## src/hdl/ser_pkg.sv

```systemverilog
// package for the status/event reporting block: command codes, bit positions, masks
// assumes a command decoder upstream presents one status command per strobe
package ser_pkg;
  // status command codes on the command port
  typedef enum logic [3:0] {
    SER_CMD_NONE     = 4'h0, // idle
    SER_CMD_COND_RD  = 4'h1, // read operation condition
    SER_CMD_EVT_RD   = 4'h2, // read and clear operation event latch
    SER_CMD_ENA_WR   = 4'h3, // write operation enable mask
    SER_CMD_ENA_RD   = 4'h4, // read operation enable mask
    SER_CMD_RISE_WR  = 4'h5, // write rising edge mask
    SER_CMD_FALL_WR  = 4'h6, // write falling edge mask
    SER_CMD_RISE_RD  = 4'h7, // read rising edge mask
    SER_CMD_FALL_RD  = 4'h8, // read falling edge mask
    SER_CMD_STD_RD   = 4'h9, // read and clear standard event latch
    SER_CMD_SENA_WR  = 4'hA, // write standard event enable mask
    SER_CMD_SENA_RD  = 4'hB, // read standard event enable mask
    SER_CMD_CLS      = 4'hC, // clear status
    SER_CMD_PRESET   = 4'hD, // status preset
    SER_CMD_RST      = 4'hE, // device reset
    SER_CMD_OPC      = 4'hF  // operation complete
  } ser_cmd_e;
  localparam int SER_OP_W = 16; // operation group width
  localparam int SER_STD_W = 8; // standard event width
  // live operation condition positions
  localparam logic [15:0] SER_OP_LIVE = 16'h0341;
  localparam int SER_OP_CAL_BIT = 0;
  localparam int SER_OP_ARM_BIT = 6;
  localparam int SER_OP_BUSY_BIT = 8;
  localparam int SER_OP_READY_BIT = 9;
  // standard event bit positions
  localparam int SER_PWR_BIT = 7;
  localparam int SER_CME_BIT = 5;
  localparam int SER_EXE_BIT = 4;
  localparam int SER_DDE_BIT = 3;
  localparam int SER_QYE_BIT = 2;
  localparam int SER_OPC_BIT = 0;
  localparam logic [7:0] SER_STD_LIVE = 8'hBD; // bits 6 and 1 unused
  // reset and preset values
  localparam logic [15:0] SER_OP_ZERO = 16'h0000;
  localparam logic [15:0] SER_OP_ONES = 16'hFFFF;
  localparam logic [7:0] SER_STD_ZERO = 8'h00;
endpackage

```

## src/hdl/ser_status.sv

```systemverilog
// status/event reporting: operation group and standard event group with summaries
// assumes a same-clock command strobe and arm-wait entry pulse; other condition sources are asynchronous pins
`timescale 1ns/10ps

// Summary of operation
// condition live only at bits 0,6,8,9
// condition reads never alter bits
// device reset clears condition bits
// falling mask sets event on 1-to-0
// rising mask sets event on 0-to-1
// events latch until read or clear
// operation summary is OR of event&enable
// host writes enable mask, ones unmask
// power-on sets standard bit 7
// bad header/command sets standard bit 5
// out-of-range parameter sets standard bit 4
// other device error sets standard bit 3
// query errors set standard bit 2
// operation-complete command sets standard bit 0
// standard register 8 bits, 6 and 1 unused
// standard latch clears power-on, read, clear
// standard summary is OR of event&enable
// standard enable mask reads back
// standard enable clears power-on or zero write
// arm-wait bit high until arm/abort
// preset zeroes enable, rising-only filter
// edges found against previous-cycle value
// new event beats clearing read
module ser_status (
  input wire logic clk,
  input wire logic rstn,
  input wire logic cmd_valid,
  input wire ser_pkg::ser_cmd_e cmd_code,
  input wire logic [15:0] cmd_wdata,
  output logic [15:0] rsp_data,
  output logic rsp_valid,
  input wire logic cal_active,
  input wire logic arm_wait_enter,
  input wire logic arm_start,
  input wire logic meas_abort,
  input wire logic busy_active,
  input wire logic ready_active,
  input wire logic command_error_flag,
  input wire logic execution_error_flag,
  input wire logic device_specific_error_flag,
  input wire logic query_error_flag,
  output logic op_summary,
  output logic std_summary
);
  import ser_pkg::*;

  // set-over-clear latch update, shared by both event registers
  function automatic logic [15:0] latch_upd(input logic [15:0] cur, input logic [15:0] set,
                                            input logic clr);
    latch_upd = (clr ? 16'h0000 : cur) | set;
  endfunction

  // pin synchronisers: first stage read only by the second
  logic [4:0] pin_s1_r;
  logic [4:0] pin_s2_r;
  logic [4:0] pin_raw;
  assign pin_raw = {ready_active, busy_active, meas_abort, arm_start, cal_active};

  always_ff @(posedge clk) begin
    if (!rstn) begin
      pin_s1_r <= 5'h00;
      pin_s2_r <= 5'h00;
    end else begin
      pin_s1_r <= pin_raw;
      pin_s2_r <= pin_s1_r;
    end
  end

  // command decode
  // unknown codes decode to nothing and get no answer
  wire cmd_rst = cmd_valid && (cmd_code == SER_CMD_RST);
  wire cmd_cls = cmd_valid && (cmd_code == SER_CMD_CLS);
  wire cmd_pre = cmd_valid && (cmd_code == SER_CMD_PRESET);
  wire cmd_evt_rd = cmd_valid && (cmd_code == SER_CMD_EVT_RD);
  wire cmd_std_rd = cmd_valid && (cmd_code == SER_CMD_STD_RD);
  wire cmd_ena_wr = cmd_valid && (cmd_code == SER_CMD_ENA_WR);
  wire cmd_rise_wr = cmd_valid && (cmd_code == SER_CMD_RISE_WR);
  wire cmd_fall_wr = cmd_valid && (cmd_code == SER_CMD_FALL_WR);
  wire cmd_sena_wr = cmd_valid && (cmd_code == SER_CMD_SENA_WR);
  wire cmd_opc = cmd_valid && (cmd_code == SER_CMD_OPC);

  // arm-wait flag: entry is a same-clock pulse from the measurement sequencer,
  // start arm and abort come through the pin synchronisers
  logic arm_wait_r; // condition bit 6 source
  logic arm_wait_nxt; // next value of the flag
  wire arm_clr = pin_s2_r[1] || pin_s2_r[2] || cmd_rst;
  // entry beats a clear in the same cycle: a new wait must not be missed,
  // and the synchronised start arm may still be high from the last run
  assign arm_wait_nxt = arm_wait_enter ? 1'b1 :
                        (arm_clr ? 1'b0 : arm_wait_r);

  // flag register, plain reset only
  always_ff @(posedge clk) begin
    if (!rstn) arm_wait_r <= 1'b0;
    else arm_wait_r <= arm_wait_nxt;
  end

  // live condition word, unused positions tied low
  logic [15:0] cond_live;
  always_comb begin
    cond_live = SER_OP_ZERO;
    cond_live[SER_OP_CAL_BIT] = pin_s2_r[0];
    cond_live[SER_OP_ARM_BIT] = arm_wait_r;
    cond_live[SER_OP_BUSY_BIT] = pin_s2_r[3];
    cond_live[SER_OP_READY_BIT] = pin_s2_r[4];
  end

  // device reset masks the condition for one cycle so it reads zero
  // a condition still high returns next cycle and counts as a new edge
  logic [15:0] cond_r;
  always_ff @(posedge clk) begin
    if (!rstn) cond_r <= SER_OP_ZERO;
    else if (cmd_rst) cond_r <= SER_OP_ZERO;
    else cond_r <= cond_live & SER_OP_LIVE;
  end

  // previous condition for edge detection
  logic [15:0] cond_prev_r;
  always_ff @(posedge clk) begin
    if (!rstn) cond_prev_r <= SER_OP_ZERO;
    else cond_prev_r <= cond_r;
  end

  // transition filter masks
  logic [15:0] rise_mask_r;
  logic [15:0] fall_mask_r;
  always_ff @(posedge clk) begin
    if (!rstn) begin
      rise_mask_r <= SER_OP_ONES;
      fall_mask_r <= SER_OP_ZERO;
    end else if (cmd_pre) begin
      rise_mask_r <= SER_OP_ONES;
      fall_mask_r <= SER_OP_ZERO;
    end else begin
      if (cmd_rise_wr) rise_mask_r <= cmd_wdata & SER_OP_LIVE;
      if (cmd_fall_wr) fall_mask_r <= cmd_wdata & SER_OP_LIVE;
    end
  end

  // edge events, each lasting exactly one cycle
  wire [15:0] rise_hit = cond_r & ~cond_prev_r & rise_mask_r;
  wire [15:0] fall_hit = ~cond_r & cond_prev_r & fall_mask_r;
  wire [15:0] op_set = rise_hit | fall_hit;

  // operation event latch; clear by read or clear-status, set wins
  logic [15:0] op_evt_r;
  always_ff @(posedge clk) begin
    if (!rstn) op_evt_r <= SER_OP_ZERO;
    else op_evt_r <= latch_upd(op_evt_r, op_set, cmd_evt_rd || cmd_cls);
  end

  // operation enable mask, written by host
  // full 16-bit store: unused positions are harmless, their events never set
  logic [15:0] op_ena_r;
  always_ff @(posedge clk) begin
    if (!rstn) op_ena_r <= SER_OP_ZERO;
    else if (cmd_pre) op_ena_r <= SER_OP_ZERO;
    else if (cmd_ena_wr) op_ena_r <= cmd_wdata;
  end

  // operation-complete is a same-clock strobe from the command decode
  logic operation_complete_flag;
  assign operation_complete_flag = cmd_opc;

  // standard event sources, only live positions may set
  logic [7:0] std_set;
  always_comb begin
    std_set = SER_STD_ZERO;
    std_set[SER_CME_BIT] = command_error_flag;
    std_set[SER_EXE_BIT] = execution_error_flag;
    std_set[SER_DDE_BIT] = device_specific_error_flag;
    std_set[SER_QYE_BIT] = query_error_flag;
    std_set[SER_OPC_BIT] = operation_complete_flag;
  end

  // power-on: flag high while reset is held and in the first cycle after reset release
  logic power_on_flag;
  logic pon_done_r;
  always_ff @(posedge clk) begin
    if (!rstn) pon_done_r <= 1'b0;
    else pon_done_r <= 1'b1;
  end
  assign power_on_flag = !pon_done_r;

  logic [7:0] std_evt_r;
  wire [7:0] std_set_all = (std_set | {power_on_flag, 7'h00}) & SER_STD_LIVE;
  wire [15:0] std_next = latch_upd({8'h00, std_evt_r}, {8'h00, std_set_all},
                                   cmd_std_rd || cmd_cls);
  always_ff @(posedge clk) begin
    if (!rstn) std_evt_r <= SER_STD_ZERO;
    else std_evt_r <= std_next[7:0];
  end

  // standard enable mask; zero write clears it
  logic [7:0] std_ena_r;
  always_ff @(posedge clk) begin
    if (!rstn) std_ena_r <= SER_STD_ZERO;
    else if (cmd_sena_wr) std_ena_r <= cmd_wdata[7:0];
  end

  // summaries
  assign op_summary = |(op_evt_r & op_ena_r);
  assign std_summary = |(std_evt_r & std_ena_r);

  // read mux; reads never touch the condition
  logic [15:0] rd_sel;
  always_comb begin
    case (cmd_code)
      SER_CMD_COND_RD: rd_sel = cond_r;
      SER_CMD_EVT_RD: rd_sel = op_evt_r;
      SER_CMD_ENA_RD: rd_sel = op_ena_r;
      SER_CMD_RISE_RD: rd_sel = rise_mask_r;
      SER_CMD_FALL_RD: rd_sel = fall_mask_r;
      SER_CMD_STD_RD: rd_sel = {8'h00, std_evt_r};
      SER_CMD_SENA_RD: rd_sel = {8'h00, std_ena_r};
      default: rd_sel = SER_OP_ZERO;
    endcase
  end
  wire is_rd = cmd_valid && (cmd_code inside {SER_CMD_COND_RD, SER_CMD_EVT_RD,
    SER_CMD_ENA_RD, SER_CMD_RISE_RD, SER_CMD_FALL_RD, SER_CMD_STD_RD, SER_CMD_SENA_RD});

  // registered answer, one cycle after the command
  // rsp_data holds until the next read, so a slow host can still take it
  always_ff @(posedge clk) begin
    if (!rstn) begin
      rsp_data <= SER_OP_ZERO;
      rsp_valid <= 1'b0;
    end else begin
      rsp_valid <= is_rd;
      if (is_rd) rsp_data <= rd_sel;
    end
  end
endmodule

```

## config.mk

```make
export PLATFORM = sky130hd
export DESIGN_NAME = ser_status
export DESIGN_NICKNAME = d
export VERILOG_FILES = /design/src/hdl/ser_pkg.sv /design/src/hdl/ser_status.sv
export SDC_FILE = /design/constraint.sdc
export NUM_CORES = 1
export LEC_CHECK = 0
export BUFFER_PORTS_ARGS = -buffer_cell sky130_fd_sc_hd__buf_2
export CORE_MARGIN = 2
export CORE_UTILIZATION = 50
export CTS_CLUSTER_DIAMETER = 60
export DETAILED_ROUTE_END_ITERATION = 10
export MAX_ROUTING_LAYER = met4
export PLACE_DENSITY = 0.72
export REMOVE_ABC_BUFFERS = 1
export SLEW_MARGIN = 20
export SYNTH_ARGS = -nofsm -noshare
export SYNTH_HDL_FRONTEND = slang
export SYNTH_SLANG_ARGS = --single-unit
```

## constraint.sdc

```tcl
create_clock -name clk -period 1.6 [get_ports clk]
set_clock_uncertainty 0.15 [all_clocks]
set_input_delay 0.24 -clock clk [delete_from_list [all_inputs] [get_ports clk]]
set_output_delay 0.24 -clock clk [all_outputs]
set_load 0.005 [all_outputs]
```

==> summary.md <==
| Metric | Value |
|---|---|
| Leakage Power | 1.93 nW |
| Core area | 6420 µm² |
| DR iter-0 viols | 228 |
| Power Density | 944 nW/µm² |
| DRC | 4 |
| DP Cell Count | 492 |
| Crit-path max FO | 3 |
| Slowest CP cell | dfxtp_2 |
| Gr ovfl total | 0 |
| Fraction of layout cells with a size suffix above 1 | 25.6% |
| Yosys reg bits | 80 |
| Clock-pin slew on the worst setup and hold paths | 80 ps |
| Fill cells | 522 |
| Mapped Avg Cell Area | 9.57 µm² |
| WL per Instance | 15.0 µm |
| First-pass GRT wire length | 12,900 µm |
| Synthesis warning total | 0 |
| Mapped Area | 3350 µm² |
| Final Instance Count excl. Fillers | 531 |
| Die W | 85.9 µm |
| Nets | 482 |
| Max VDD drop | 0.000830 V |
| Crit start category | flip-flop |
| Synth Flop Type | dfxtp_1 |
| Largest net degree at the start of global routing | 22 |
| Max Slew Vio Count | 0 |
| Vias in the first global route | 2,717 |
| Power Internal | 3.06 mW |
| Reg2Reg Depth | 5 |
| Die Area | 7370 µm² |
| Root buffer selected by CTS | clkbuf_8 |
| Clk buf depth | 2 |
| TNS Setup | 0 ps |
| Critical Path RT | 1210 ps |
| CP startpoint | std_evt_r[7] |
| Switch Pwr | 1.05 mW |
| Outcome | finished with violations |
| CP max stage delay | 350 ps |
| Reg2reg start | rise_mask_r[14] |
| RSZ-0062 raised after global routing | no |
| Critical path, cell by cell | a22oi_2, nand3_1, buf_2 |
| Ys async rst share | 0% |
| Sink Count | 80 |
| Final WL | 7940 µm |
| DP Wirelength | 5410 µm |
| Area growth syn-to-layout | 29.8% |
| Sw frac | 25.5% |
| Worst-skew pair later-pin latency | 360 ps |
| Hold crit path type | input pin to flip-flop |
| Fin crit share | 94.5% |
| Critical Path AT | 1120 ps |
| CTS tree | built |
| Register area share after synthesis | 47.8% |
| Total CTS buffers | 9 |
| Via Count | 2,906 |
| Post-CTS Setup Inserts | 0 |
| Slew margin rel. | 69.8% |
| Initial DRT Pass Iterations | 8 |
| Netlist cell types | 42 |
| Combinational Power Share | 11.4% |
| Worst hold slack | 6.03 ps |
| WS Path Type | flip-flop to output pin |
| Die height | 85.9 µm |
| Inserted Diodes | 0 |
| Max-Cap Viols | 0 |
| Slew @ Worst Pin | 453 ps |
| Max Freq | 661 MHz |
| Cell Rows | 29 |
| Io pins | 52 |
| Final WS setup | 87.8 ps |
| Sequential share of power | 51.5% |
| Number of synthesized flops with an enable pin | 0 |
| Final Wtd Congestion | 0.929 |
| Pre-CTS WS | -244 ps |
| Setup-failing EPs final | 0 |
| Failing checks | design-rule violations |
| Setup crit end | std_summary |
| Final min period | 1510 ps |
| Final hold vios | 0 |
| Clock Power Share | 37.1% |
| Reg2reg setup slack | 120 ps |
| ANT nets after route | 0 |
| Vias per cell | 5.47 |
| Input/output buffers | 51 |
| Worst setup EP type | output pin |
| Worst r2r dst | rsp_data[14] |
| Total GRT Usage | 23.3% |
| Starting Density | 52.2% |
| Mapped Cells | 350 |
| Initial antenna violation count | 0 |
| CTS H-tree depth | 3 |
-- per-layer routing --
metal	vias to the layer above	global-route usage (%)	part of all wire, %
met5	-	-	0
li1	1452	-	-
met4	0	6.93	1.2
met1	1346	30.3	47
met2	98	36.2	46
met3	10	5.58	5.7
-- flip-flops by register name, summed over array words and instances (netlist names), 4 cells and up --
register and count:
cond_prev_r 4, cond_r 4, fall_mask_r 4, op_ena_r 16, op_evt_r 4, pin_s1_r 5
pin_s2_r 5, rise_mask_r 5, rsp_data 16, std_ena_r 8, std_evt_r 6
-- kinds of logic after synthesis --
logic type                after synthesis  share of synthesized area [%]
DFF                                    80                           47.8
muxes                                  24                           7.17
buffers and inverters                  35                           4.78
xor gates and xnor gates                1                          0.261
and+or+nand+nor                       124                           20.7
AOI/OAI and AO/OA                      86                           19.3
-- power groups by stage --
stage / Combinational (mW) / Sequential (mW) / Clock [mW]
2_1_floorplan: 0.174 / 2.15 / 0
3_3_place_gp: 0.409 / 2.16 / 0
3_5_place_dp: 0.418 / 2.16 / 0
4_1_cts: 0.461 / 2.11 / 1.55
5_1_grt: 0.512 / 2.12 / 1.62
6_report: 0.466 / 2.12 / 1.52
-- through the flow --
step	utilization [%]	instance area, µm²	power, mW
after floorplan	-	3220	2.33
after global placement	60.7	3900	2.57
after detailed placement	60.7	3900	2.58
after CTS	67.3	4320	4.12
after global routing	67.7	4350	4.26
final	67.7	4350	4.11
-- layout make-up --
class / count / area (µm²) / share of cell area, %
inverters: 9 / 33.8 / 0.777
repair buffers: 114 / 811 / 18.6
clock buffers: 9 / 124 / 2.85
clock inverters: 7 / 77.6 / 1.78
well taps: 77 / 96.3 / 2.22
flip-flops and latches: 80 / 1600 / 36.9
multi-input cells: 235 / 1600 / 36.9
-- what timing repair did --
| item | 4_1_cts | 5_1_grt |
|---|---|---|
| hold endpoints to repair | 23 | 1 |
| endpoints found under the setup margin | 0 | 1 |
| resized for setup | 0 | 4 |
| hold buffers | 22 | 1 |
-- worst max-delay path, delay by kind of cell, from the launching register on --
kind / cells / cell delay (ps)
AND/OR/NAND/NOR: 1 / 100
buffers and inverters: 1 / 130
AO/OA/AOI/OAI: 1 / 180
flip-flops: 1 / 350
-- layout by cell type (no fill, tap or decap), drive strengths merged, types with 12 or more instances in the layout --
cell type,synthesis,routed
a21oi,14,14
and2,25,25
buf,13,91
dfxtp,80,80
dlygate4sd3,0,23
inv,9,13
mux2i,24,24
nand2,23,23
nor2,25,25
nor2b,17,17
o21ai,15,15
o221a,12,12
-- Yosys cell counts, types with 7 or more instances --
| cell | count | area [µm²] |
|---|---|---|
| nand3b_1 | 8 | 60.1 |
| dfxtp_1 | 80 | 1600 |
| a21oi_1 | 14 | 70.1 |
| mux2i_1 | 24 | 240 |
| o21ai_0 | 14 | 70.1 |
| clkbuf_1 | 13 | 48.8 |
| nor2b_1 | 17 | 106 |
| and2_1 | 25 | 156 |
| inv_1 | 9 | 33.8 |
| nand2_1 | 23 | 86.3 |
| a222oi_1 | 7 | 70.1 |
| nor2_1 | 25 | 93.8 |
| nand3_1 | 10 | 50.1 |
| o221a_1 | 12 | 135 |
| buf_2 | 11 | 55.1 |
-- worst min path at each step --
stage | startpoint | to | slack [ps] | cells past startpoint
2_1_floorplan | rstn | pon_done_r | 120 | 0
3_3_place_gp | pon_done_r | std_evt_r[7] | 240 | 1
3_5_place_dp | pon_done_r | std_evt_r[7] | 260 | 1
4_1_cts | cmd_wdata[0] | fall_mask_r[0] | 2 | 3
5_1_grt | cmd_wdata[6] | fall_mask_r[6] | 10 | 3
6_report | cmd_wdata[0] | fall_mask_r[0] | 6 | 3
(Power assumes the default switching activity.)
